**src/common/tams_regs.vh**
```
// constants for the touch and auxiliary measurement sequencer
`ifndef TAMS_REGS_VH
`define TAMS_REGS_VH
`define TAMS_CLK_PS 10000
`define TAMS_PRE_TOUCH_PS 2125000
`define TAMS_PRE_AUX_PS 2625000
`define TAMS_SAMPLE_PS 4400000
`define TAMS_CNT_W 24
`define TAMS_CMD_W 4
`define TAMS_CMD_NONE 4'h0
`define TAMS_CMD_XDRV 4'h1
`define TAMS_CMD_YDRV 4'h2
`define TAMS_CMD_ZDRV 4'h3
`define TAMS_CMD_XCONV 4'h4
`define TAMS_CMD_YCONV 4'h5
`define TAMS_CMD_Z1CONV 4'h6
`define TAMS_CMD_Z2CONV 4'h7
`define TAMS_CMD_TSNG 4'h8
`define TAMS_CMD_THIB 4'h9
`define TAMS_CMD_BAT1 4'ha
`define TAMS_CMD_BAT2 4'hb
`define TAMS_CMD_AUXA 4'hc
`define TAMS_CMD_AUXB 4'hd
`define TAMS_DRV_OFF 2'h0
`define TAMS_DRV_X 2'h1
`define TAMS_DRV_Y 2'h2
`define TAMS_DRV_Z 2'h3
`define TAMS_SEL_W 4
`define TAMS_RES_W 16
`define TAMS_AVG_W 4
`endif

```
**src/design/tams_sequencer.v**
```verilog
// measurement sequencer for touch panel, temperature, battery and aux
// How it works
// - pen touch pulls pen_touch_irq_n low, in every mode
// - touch conversion: 2.125 us, then per sample bits/fconv plus 4.4 us
// - temperature single mode converts the diode at low bias into its result
// - differential mode converts at 82x bias into the second temperature result
// - battery one divided by four, battery two by two before conversion
// - battery divider connected only while that input is sampled
// - temp/aux/battery: 2.625 us plus reference delay plus per-sample time
// - on-demand reference powers up at temp/aux/battery measurement start, delay included
// - aux inputs measured like battery, undivided, into the shared result_o tagged by result_sel_o
// - result_valid_n driven low when a result is stored
// - results right-justified in 16 bits, upper bits zero
`timescale 1ns/100ps
`include "tams_regs.vh"
module tams_sequencer #(
  parameter BITS = 12,
  parameter CONV_CLK_DIV = 4,
  parameter REF_DELAY_CYC = 100,
  parameter PRE_TOUCH_CYC = (`TAMS_PRE_TOUCH_PS + `TAMS_CLK_PS - 1)
    / `TAMS_CLK_PS,
  parameter PRE_AUX_CYC = (`TAMS_PRE_AUX_PS + `TAMS_CLK_PS - 1)
    / `TAMS_CLK_PS,
  parameter SAMPLE_CYC = (`TAMS_SAMPLE_PS + `TAMS_CLK_PS - 1)
    / `TAMS_CLK_PS
) (
  input wire clk_i,
  input wire srst_i,
  input wire pen_touch_i,
  input wire cmd_valid_i,
  input wire [`TAMS_CMD_W-1:0] cmd_i,
  input wire [`TAMS_AVG_W-1:0] average_count_i,
  input wire ref_on_demand_i,
  input wire [BITS-1:0] adc_data_i,
  input wire result_ack_i,
  output reg pen_touch_irq_n_o,
  output reg busy_o,
  output reg [1:0] panel_drv_o,
  output reg [`TAMS_SEL_W-1:0] adc_sel_o,
  output reg adc_sample_o,
  output reg temp_high_bias_o,
  output reg bat_quarter_div_o,
  output reg bat_half_div_o,
  output reg ref_power_o,
  output reg result_valid_n_o,
  output reg [`TAMS_SEL_W-1:0] result_sel_o,
  output reg [`TAMS_RES_W-1:0] result_o
);
  localparam ST_IDLE = 3'h0;
  localparam ST_PRE = 3'h1;
  localparam ST_REF = 3'h2;
  localparam ST_SAMP = 3'h3;
  localparam ST_CONV = 3'h4;
  localparam ST_DONE = 3'h5;
  localparam [`TAMS_CNT_W-1:0] CONV_CYC = BITS * CONV_CLK_DIV;
  localparam SW = 3;

  reg [SW-1:0] state_r;
  reg [`TAMS_CNT_W-1:0] cnt_r;
  reg [`TAMS_AVG_W-1:0] avg_left_r;
  reg [`TAMS_SEL_W-1:0] sel_r;
  reg is_touch_r;
  reg [BITS+`TAMS_AVG_W-1:0] acc_r;
  reg [`TAMS_RES_W-1:0] avg_res;
  reg [BITS+`TAMS_AVG_W-1:0] div_q;

  wire cnt_zero = (cnt_r == {`TAMS_CNT_W{1'b0}});
  // only defined codes start a sequence
  wire cmd_legal = (cmd_i <= `TAMS_CMD_AUXB);
  wire take_cmd = cmd_valid_i && (state_r == ST_IDLE);
  wire conv_cmd = take_cmd && cmd_legal && (cmd_i >= `TAMS_CMD_XCONV);
  wire touch_cmd = (cmd_i < `TAMS_CMD_TSNG);
  wire ref_cmd = !touch_cmd && ref_on_demand_i;
  wire last_sample = (avg_left_r ==
    {{(`TAMS_AVG_W-1){1'b0}}, 1'b1});
  wire store_now = (state_r == ST_DONE);
  wire [`TAMS_AVG_W-1:0] avg_n = (average_count_i == {`TAMS_AVG_W{1'b0}}) ?
    {{(`TAMS_AVG_W-1){1'b0}}, 1'b1} : average_count_i;

  always @* begin
    div_q = acc_r / avg_n;
    avg_res = {`TAMS_RES_W{1'b0}};
    avg_res[BITS-1:0] = div_q[BITS-1:0];
  end

  // registered pen touch request
  always @(posedge clk_i) begin
    if (srst_i)
      pen_touch_irq_n_o <= 1'b1;
    else
      pen_touch_irq_n_o <= ~pen_touch_i;
  end

  // store wins over a clearing read in the same cycle
  always @(posedge clk_i) begin
    if (srst_i)
      result_valid_n_o <= 1'b1;
    else if (store_now)
      result_valid_n_o <= 1'b0;
    else if (result_ack_i)
      result_valid_n_o <= 1'b1;
  end

  // panel drivers follow host commands only while idle
  always @(posedge clk_i) begin
    if (srst_i)
      panel_drv_o <= `TAMS_DRV_OFF;
    else if (take_cmd) begin
      case (cmd_i)
        `TAMS_CMD_NONE: panel_drv_o <= `TAMS_DRV_OFF;
        `TAMS_CMD_XDRV: panel_drv_o <= `TAMS_DRV_X;
        `TAMS_CMD_YDRV: panel_drv_o <= `TAMS_DRV_Y;
        `TAMS_CMD_ZDRV: panel_drv_o <= `TAMS_DRV_Z;
        default: panel_drv_o <= panel_drv_o;
      endcase
    end
  end

  // measurement sequence and timing
  always @(posedge clk_i) begin
    if (srst_i) begin
      state_r <= ST_IDLE;
      cnt_r <= {`TAMS_CNT_W{1'b0}};
      avg_left_r <= {`TAMS_AVG_W{1'b0}};
      sel_r <= `TAMS_CMD_NONE;
      is_touch_r <= 1'b0;
      acc_r <= {(BITS+`TAMS_AVG_W){1'b0}};
      busy_o <= 1'b0;
      adc_sel_o <= `TAMS_CMD_NONE;
      adc_sample_o <= 1'b0;
      temp_high_bias_o <= 1'b0;
      bat_quarter_div_o <= 1'b0;
      bat_half_div_o <= 1'b0;
      ref_power_o <= 1'b0;
      result_sel_o <= `TAMS_CMD_NONE;
      result_o <= {`TAMS_RES_W{1'b0}};
    end else begin
      case (state_r)
        ST_IDLE: begin
          if (conv_cmd) begin
            sel_r <= cmd_i;
            adc_sel_o <= cmd_i;
            is_touch_r <= touch_cmd;
            temp_high_bias_o <= (cmd_i == `TAMS_CMD_THIB);
            avg_left_r <= avg_n;
            acc_r <= {(BITS+`TAMS_AVG_W){1'b0}};
            busy_o <= 1'b1;
            state_r <= ST_PRE;
            if (touch_cmd)
              cnt_r <= PRE_TOUCH_CYC[`TAMS_CNT_W-1:0] - 1'b1;
            else
              cnt_r <= PRE_AUX_CYC[`TAMS_CNT_W-1:0] - 1'b1;
            if (ref_cmd)
              ref_power_o <= 1'b1;
          end
        end
        ST_PRE: begin
          if (!cnt_zero)
            cnt_r <= cnt_r - 1'b1;
          else if (!is_touch_r && ref_on_demand_i) begin
            cnt_r <= REF_DELAY_CYC[`TAMS_CNT_W-1:0] - 1'b1;
            state_r <= ST_REF;
          end else begin
            cnt_r <= SAMPLE_CYC[`TAMS_CNT_W-1:0] - 1'b1;
            state_r <= ST_SAMP;
          end
        end
        ST_REF: begin
          if (!cnt_zero)
            cnt_r <= cnt_r - 1'b1;
          else begin
            cnt_r <= SAMPLE_CYC[`TAMS_CNT_W-1:0] - 1'b1;
            state_r <= ST_SAMP;
          end
        end
        ST_SAMP: begin
          adc_sample_o <= !cnt_zero;
          bat_quarter_div_o <= !cnt_zero &&
            (sel_r == `TAMS_CMD_BAT1);
          bat_half_div_o <= !cnt_zero &&
            (sel_r == `TAMS_CMD_BAT2);
          if (!cnt_zero)
            cnt_r <= cnt_r - 1'b1;
          else begin
            cnt_r <= CONV_CYC - 1'b1;
            state_r <= ST_CONV;
          end
        end
        ST_CONV: begin
          if (!cnt_zero)
            cnt_r <= cnt_r - 1'b1;
          else begin
            acc_r <= acc_r + {{`TAMS_AVG_W{1'b0}}, adc_data_i};
            avg_left_r <= avg_left_r - 1'b1;
            if (last_sample)
              state_r <= ST_DONE;
            else begin
              cnt_r <= SAMPLE_CYC[`TAMS_CNT_W-1:0] - 1'b1;
              state_r <= ST_SAMP;
            end
          end
        end
        ST_DONE: begin
          result_o <= avg_res;
          result_sel_o <= sel_r;
          busy_o <= 1'b0;
          ref_power_o <= 1'b0;
          temp_high_bias_o <= 1'b0;
          state_r <= ST_IDLE;
        end
        default: state_r <= ST_IDLE;
      endcase
    end
  end
endmodule

```
**config.mk**
```make
export PLATFORM = sky130hd
export DESIGN_NAME = tams_sequencer
export DESIGN_NICKNAME = d
export VERILOG_FILES = /design/src/design/tams_sequencer.v
export VERILOG_INCLUDE_DIRS = /design/src /design/src/common
export SDC_FILE = /design/constraint.sdc
export NUM_CORES = 1
export LEC_CHECK = 0
export BUFFER_PORTS_ARGS = -buffer_cell sky130_fd_sc_hd__buf_2
export CORE_MARGIN = 2
export CORE_UTILIZATION = 69
export CTS_BUF_LIST = sky130_fd_sc_hd__clkbuf_8
export DETAILED_ROUTE_END_ITERATION = 8
export GPL_TIMING_DRIVEN = 0
export PLACE_DENSITY = 0.89
export SYNTH_ARGS = -nofsm -noshare
export SYNTH_HDL_FRONTEND = slang
export SYNTH_SLANG_ARGS = --single-unit
```
**constraint.sdc**
```tcl
create_clock -name clk_i -period 54.3 [get_ports clk_i]
set_input_delay 5.43 -clock clk_i [delete_from_list [all_inputs] [get_ports clk_i]]
set_output_delay 5.43 -clock clk_i [all_outputs]
set_load 0.02 [all_outputs]
```
==> results.md, run 1 <==
Placement:
- Routability-driven placement finished with a final weighted congestion of 0.9659.
- The wire-length estimate of the detail-placed layout is 17480 um.
- The total placed instance area is around 0.0091 mm2.
- The count of input and output buffers is 54.

Worst setup path:
- Data arrives at the worst endpoint at 37180 ps.
- The highest-delay cell along the critical path is nor2_1.
- At the worst endpoint, the required time is between 50000 and 60000 ps.
- The worst setup path startpoint is average_count_i[2].
- The endpoint identified for the worst register-to-register timing path is result_o[0].
- Of all nets on the critical path, the largest fanout is 16.
- The number of cell instances on the worst register-to-register path is 134.
- The category of the worst setup path capture point is a flip-flop.
- On the worst path, the slowest cell contributes a delay of roughly 1000 ps.
- The worst setup path is of the input port to flip-flop kind.
- STA classifies the critical path startpoint as an input port.
- The startpoint identified for the worst register-to-register timing path is acc_r[15].
- For flop-to-flop paths, the worst setup slack is around 23000 ps.

Timing:
- The setup clock skew after layout is roughly 5.6 ps.
- The number of max-slew violations in the final report is 0.
- The transition time at the pin with the least slew margin is 1364 ps.
- The minimum clock period is approximately 37000 ps.
- Setup violations remaining at the end of the flow were counted as 0.
- Setup repair after global routing left no endpoint under its margin.
- The worst slew slack as a fraction of its limit is 0.08728.
- The number of hold-slack violations in the final timing report came to 0.
- Of the available clock period, the critical path in the final layout requires 0.6805.
- The sum of negative setup slack is 0 ps.
- Based on the critical path, the design can be clocked at up to 27.06 MHz.

Final layout:
- Fill cells in the final layout number 946.
- The fraction of final layout cells with drive strength greater than 1 is 0.1078.
- The multi-input combinational cells in the finished layout cover a total of 0.006760 mm2.
- The utilization after layout is 0.7701.
- The net total in the final layout is 1331.
- The area growth from synthesis to layout is 8.232%.
- Across the whole layout, storage elements account for between 0.0015 and 0.002 mm2.
- Once layout is done, the placed cells without fillers occupy between 0.009 and 0.01 mm2.

Clock tree:
- In this run, post-CTS hold repair placed 0 buffers.
- The CTS tree is built.
- The clock reaches the later pin of the worst-skew pair after 370 ps.
- The tree built by TritonCTS fans out to 78 sinks.
- Clock-pin slew was measured on the worst setup and hold paths at about 80 ps.
- The worst-case clock buffer depth is 2.
- The root buffer cell is clkbuf_8.
- The number of buffers created by CTS is 9.
- After clock tree synthesis, the setup repair step added 0 buffers.
- The number of gates resized after CTS was 0.
- The clock tree synthesis step divided the H-tree into 3 levels.

Worst hold path:
- The path class of the tightest hold or removal check is flip-flop to flip-flop.
- The terminating pin of the worst hold path is result_sel_o[2].
- The hold path startpoint is result_sel_o[2].
- The worst hold path stage count is 2.

Synthesis:
- By area the synthesized netlist is led by dfxtp_1 18%, ha_1 11%, nor2_1 6.8%.
- The number of synthesized flops with an enable pin is 0.
- The synthesized area is ~0.0086 mm2.
- The Yosys warning count is 0.
- The proportion of register bits with asynchronous set or reset after synthesis is 0.
- By instance count, the leading cell after synthesis is nor2_1.
- The cell count after synthesis is 1161.
- The cell accounting for the most synthesized area is dfxtp_1.
- The average instance in the mapped netlist occupies between 7 and 8 um2.
- The register bit count reported by yosys is 78.
- The share of synthesized area in the top cell type comes to 0.1812.
- The share of the Yosys chip area taken by registers is 0.1812.
- Sorting the synthesized cells by how often they occur yields 156 x nor2_1, 102 x a21oi_1, 91 x nand2_1.
- The count of unique library cells instantiated by Yosys is 92.
- The commonest register cell after synthesis is dfxtp_1.

Global route:
- The overflow left after global routing is 0.
- The fraction of met1 tracks used by global routing is 0.4317.
- The via count of the first global-routing pass is approximately 8.4k.
- In the global route stage, met2 resource usage came out at 0.6062.
- The initial antenna violation count is 1.
- Entering global routing, the biggest net connects 17 pins.
- The global routing stage identified its most utilized layer as met2.
- The met3 capacity usage during global routing is 0.04341.
- The wire length of the first global-routing pass is 37670 um.
- The total track usage is 0.3422.

Floorplan:
- The area of the core is 0.01211 mm2.
- The initial core utilization is 0.7116.
- The die is 115.8 um tall.
- The area of the die is around 0.013 mm2.
- The floorplan has 40 rows.
- The horizontal extent of the die is 115.8 um.
- The I/O pin total is 60.

Drt:
- The pre-antenna-repair detailed-routing pass consisted of 5 iterations.
- The detailed-route wire length is 22900 um.
- Using the TritonRoute via totals, the vias-per-cell ratio works out to 6.445.
- The remaining number of nets flagged by the antenna check after routing is 0.
- The via count is ~9.0k.
- The number of DRC violations after detailed routing is 0.
- The first routing iteration left 839 violations.
- The detailed-route wire length per cell is 16.32 um.

Job:
- The number of violations of the max-capacitance limit is 0.

Status:
- The flow ran to the end, and the final reports show no timing, DRC or antenna violations.
[routing by layer]
metal	routed length, um	vias up
met3	1345	53
met1	10280	4178
li1	-	4467
met5	0	-
met4	545	0
met2	10730	344
[critical path, delay by kind of cell]
family                     cells  cell delay [ps]
and+or+nand+nor               44             9810
buffers and inverters          8             1150
muxes                          6             1900
AOI/OAI and AO/OA             63            14060
adders and majority gates     16             4750
[how the worst max path moves through the flow]
| stage | slack [ps] | cells after the start | endpoint |
|---|---|---|---|
| finish | 17350 | 137 | result_o[0] |
| CTS | 17960 | 137 | result_o[0] |
| global route | 14500 | 137 | result_o[0] |
| global placement | 18460 | 136 | result_o[0] |
| floorplan | 22780 | 135 | result_o[0] |
| detailed placement | 17760 | 137 | result_o[0] |
[placed cells by master, fill, tap and decap left out, types with 8 or more instances in the layout]
cell	n
nand2_1	91
and2_1	8
buf_2	57
inv_1	31
xor2_1	21
mux2i_1	22
or3_1	15
nor4_1	8
o21ai_0	37
o211ai_1	13
a22oi_1	8
a211oi_1	31
o21a_1	32
o21bai_1	12
xnor2_1	37
nor2_1	156
a31oi_1	12
dfxtp_1	78
or2_2	16
clkbuf_1	38
ha_1	75
mux2_2	8
a21oi_1	102
nand3_1	27
nor3_1	77
a21o_1	21
o21ai_1	8
nand2b_1	13
clkbuf_8	10
[state kept, by name, summed over array words and instances (netlist names)]
register / count
bat_half_div_o: 1
result_sel_o: 4
ref_power_o: 1
pen_touch_irq_n_o: 1
is_touch_r: 1
bat_quarter_div_o: 1
cnt_r: 24
result_valid_n_o: 1
sel_r: 4
state_r: 3
acc_r: 16
result_o: 12
adc_sample_o: 1
panel_drv_o: 2
avg_left_r: 4
temp_high_bias_o: 1
busy_o: 1
[area by class of cell]
class                      instances  share of cell area
antenna                            1           0.0002683
buffer                            47             0.02093
clock buffer                      10             0.01476
clock inverter                     6            0.008317
inverter                          30             0.01207
multi-input combinational       1009              0.7247
sequential                        78              0.1674
tap                              168             0.02254
timing repair buffer              54             0.02897
[metrics by stage]
step                hold slack, ps  setup slack, ps  instances
CTS                          455.5            17960       1402
detailed placement           444.8            17760       1386
floorplan                    452.3            22780       1164
global placement             439.1            18460       1386
finish                       453.6            17350       1403
global route                 489.2            14500       1403
[kinds of logic after synthesis]
kind of cell | Yosys count | synth area share
compound gates | 358 | 0.2867
fa+ha+maj | 76 | 0.1112
buf+inv | 77 | 0.03571
xor+xnor | 58 | 0.05894
flops | 78 | 0.1812
simple gates | 476 | 0.2763
other cells | 1 | 0.0004351
mux | 37 | 0.04951
Power of run 1 is not shown: default switching activity piles up to over one toggle a cycle in this logic, so the estimate is an artifact.
==> run 2: changes to the inputs <==
--- a/config.mk
+++ b/config.mk
@@ -8,11 +8,11 @@
 export LEC_CHECK = 0
 export BUFFER_PORTS_ARGS = -buffer_cell sky130_fd_sc_hd__buf_2
 export CORE_MARGIN = 2
-export CORE_UTILIZATION = 69
+export CORE_UTILIZATION = 58
 export CTS_BUF_LIST = sky130_fd_sc_hd__clkbuf_8
 export DETAILED_ROUTE_END_ITERATION = 8
 export GPL_TIMING_DRIVEN = 0
-export PLACE_DENSITY = 0.89
+export PLACE_DENSITY = 0.8
 export SYNTH_ARGS = -nofsm -noshare
 export SYNTH_HDL_FRONTEND = slang
 export SYNTH_SLANG_ARGS = --single-unit
==> constraint.sdc (replaced) <==
create_clock -name clk_i -period 31 [get_ports clk_i]
set_input_delay 3.1 -clock clk_i [delete_from_list [all_inputs] [get_ports clk_i]]
set_output_delay 3.1 -clock clk_i [all_outputs]
set_load 0.02 [all_outputs]
==> run 2 against run 1 <==
Wire length is 3.8% higher. Core utilization is 8.4 points lower. First-iteration DRC count is 1.5% higher. Via count is 1.2% higher. Global-route usage is 6.0 points lower. Critical path type unchanged. Largest cell class unchanged.
==> results.md, run 2 (synthesized netlist as in run 1, its figures left out) <==
Clock tree:
- The clock sink total is 78 (unchanged).
- TritonCTS built the clock tree.
- The worst-case clock buffer depth is 2 (unchanged).
- The number of buffers created by CTS was 9 (unchanged).
- The tree is rooted in a clkbuf_8.
- The clock transition at the registers of the reported paths is 80 ps (about the same).
- The clock network latency to the later pin of the worst-skew pair is 350 ps (-20 ps).
- The maximum level of the CTS H-tree is 3 (unchanged).

Worst setup path:
- The critical path arrival is 29980 ps (-7200 ps).
- STA classifies the critical path startpoint as an input port.
- The stage delay of the slowest cell on the critical path came to 400 ps (-610 ps).
- Among the stages of the critical path, the cell type that occurs most often is o21a_1.
- The maximum fanout along the worst path is 10 (-6).
- The worst endpoint required time is 31220 ps (-23320 ps).
- The highest-delay cell along the critical path is o21bai_1.
- The worst setup path is captured at a flip-flop.
- By startpoint and endpoint, the worst setup path is classified as input port to flip-flop.

Job:
- The number of violations of the max-capacitance limit came to 0 (unchanged).

Final layout:
- The most common cell after layout, fill and taps aside is nor2_1.
- The flip-flop count of the largest register after layout came to 24 (unchanged).
- The final cell count without fillers is 1453 (+3.6%).
- The utilization after layout is 0.6857 (-0.08445).
- The net total in the final layout is 1366 (+2.6%).
- The area growth from synthesis to layout is 15.64%.
- The count of inserted antenna diode cells is 0 (-1).
- The fraction of final layout cells with drive strength greater than 1 is 0.1789 (+0.07110).
- The top cell types in the final layout, fill and taps aside, are 144 x nor2_1, 91 x nand2_1, 87 x a21oi_1.
- The number of fill cells came to 1254 (+33%).
- The final standard cell area without fillers is 0.009966 mm2 (+6.8%).
- In the final layout, the registers with the most flip-flops are cnt_r (24), acc_r (16), result_o (12).
- The largest register by flop count is cnt_r.

Worst hold path:
- The class of the tightest hold or removal check is flip-flop to flip-flop.

Floorplan:
- The area of the die came to 0.01585 mm2 (+18%).
- The floorplan row count was 44 (+10%).
- The area of the core came to 0.01453 mm2 (+20%).
- The horizontal extent of the die came to 125.9 um (+8.8%).
- The I/O pin total is 60 (unchanged).
- The chip height was 125.9 um (+8.8%).
- The initial core utilization is 0.5930 (-0.1186).

Placement:
- The instance count after placement with tap cells included is 1402 (+1.2%).
- The placer congestion estimate is 0.9456 (-2.1%).
- The HPWL after detailed placement is 17750 um (+1.5%).
- The count of input and output buffers was 54 (unchanged).
- The pre-CTS setup slack came to -3059 ps (-20820 ps).
- The total placed instance area is 0.009130 mm2 (+0.22%).

Timing:
- The number of hold-slack violations in the final timing report is 0 (unchanged).
- The least setup slack across all paths after layout is 1240 ps (-16110 ps).
- The minimum clock period is 29760 ps.
- Timing would allow up to 33.60 MHz.
- The setup clock skew after layout is 7.970 ps (+2.322 ps).
- The final setup violation count is 0 (unchanged).
- The number of max-slew violations in the final report was 0 (unchanged).
- The transition time at the pin with the least slew margin is 1217 ps (-146.9 ps).
- The final clock period utilization by the worst path is 0.9600.
- The worst slew slack as a fraction of its limit came to 0.1811 (+0.09380).

Drt:
- The post-detailed-route via-to-cell ratio was 6.297 (-2.3%).
- The remaining number of nets flagged by the antenna check after routing is 0 (unchanged).
- The via count is 9149 (+1.2%).
- The first-pass detailed-route iteration total is 5 (unchanged).
- The number of DRC violations after detailed routing is 0 (unchanged).
- The detailed-route wire length came to 23770 um (+3.8%).
- The number of DRC markers after the initial detailed-route iteration is 852 (+1.5%).
- The detailed-route wire length per cell is 16.36 um (+0.20%).

Global route:
- The overflow left after global routing is 0 (unchanged).
- The via count of the first global-routing pass is 8151 (-2.4%).
- The busiest metal layer after global routing is met2.
- The initial antenna violation count is 0 (-1).
- The total track usage came to 0.2824 (-0.05978).
- The fraction of met1 tracks used by global routing was 0.3792 (-0.05253).
- The largest net degree at the start of global routing was 17 (unchanged).
- The global-route track usage on met2 was 0.4813 (-0.1249).
- The met3 capacity usage during global routing is 0.03314 (-0.01027).
- The wire length of the first global-routing pass is 38050 um (+1.0%).

Status:
- The flow ran to the end, and the final reports show no timing, DRC or antenna violations.
==> run 2: cell types whose count changed in the layout (fill, tap and decap cells not counted), sizes merged <==
cell and change:
diode -1, buf +35, clkinv +1, bufinv -1
clkbuf +1, inv -1
==> run 2: metal layers <==
metal,vias to the layer above,part of all wire
met3,51,0.047
met5,-,0
li1,4542,-
met2,265,0.47
met1,4291,0.46
met4,0,0.027
==> run 2: repair_timing <==
action                                  CTS  global route
gates resized for setup                  25            58
hold buffers                              0             0
hold endpoints to repair                  0             0
pin swaps                                 5            17
gates cloned                              0             0
endpoints found under the setup margin    2             2
setup buffers                             6            29
==> run 2: cell type report <==
type	count	area, um2	share of cell area
clock buffer	11	151.4	0.01519
tap	184	230.2	0.02310
clock inverter	5	48.80	0.004896
inverter	30	112.6	0.01130
timing repair buffer	89	533.0	0.05348
buffer	47	198.9	0.01996
sequential	78	1562	0.1567
multi-input combinational	1009	7129	0.7154
==> run 2: critical path: cells and delay by family <==
kind | cells | cell delay (ps)
adder cells (fa/ha/maj) | 16 | 4830
AND/OR/NAND/NOR | 42 | 7460
buffers and inverters | 8 | 1300
multiplexers | 6 | 1640
AO/OA/AOI/OAI | 65 | 11590
==> run 2: worst paths after layout <==
path | start | end | slack, ps | cells after the start
setup / recovery | average_count_i[2] | result_o[0] | 1240 | 137
hold reg to reg | result_sel_o[0] | result_sel_o[0] | 450 | 2
setup reg to reg | acc_r[15] | result_o[0] | 3940 | 134
hold / removal | result_sel_o[0] | result_sel_o[0] | 450 | 2
==> run 2: per-stage QoR <==
step                hold slack, ps  TNS, ps
global placement             441.2    -3287
detailed placement           446.0    -4127
finish                       451.6        0
floorplan                    452.3        0
global route                 481.7   -348.8
CTS                          456.3        0
Power of run 2 is left out for the same reason.
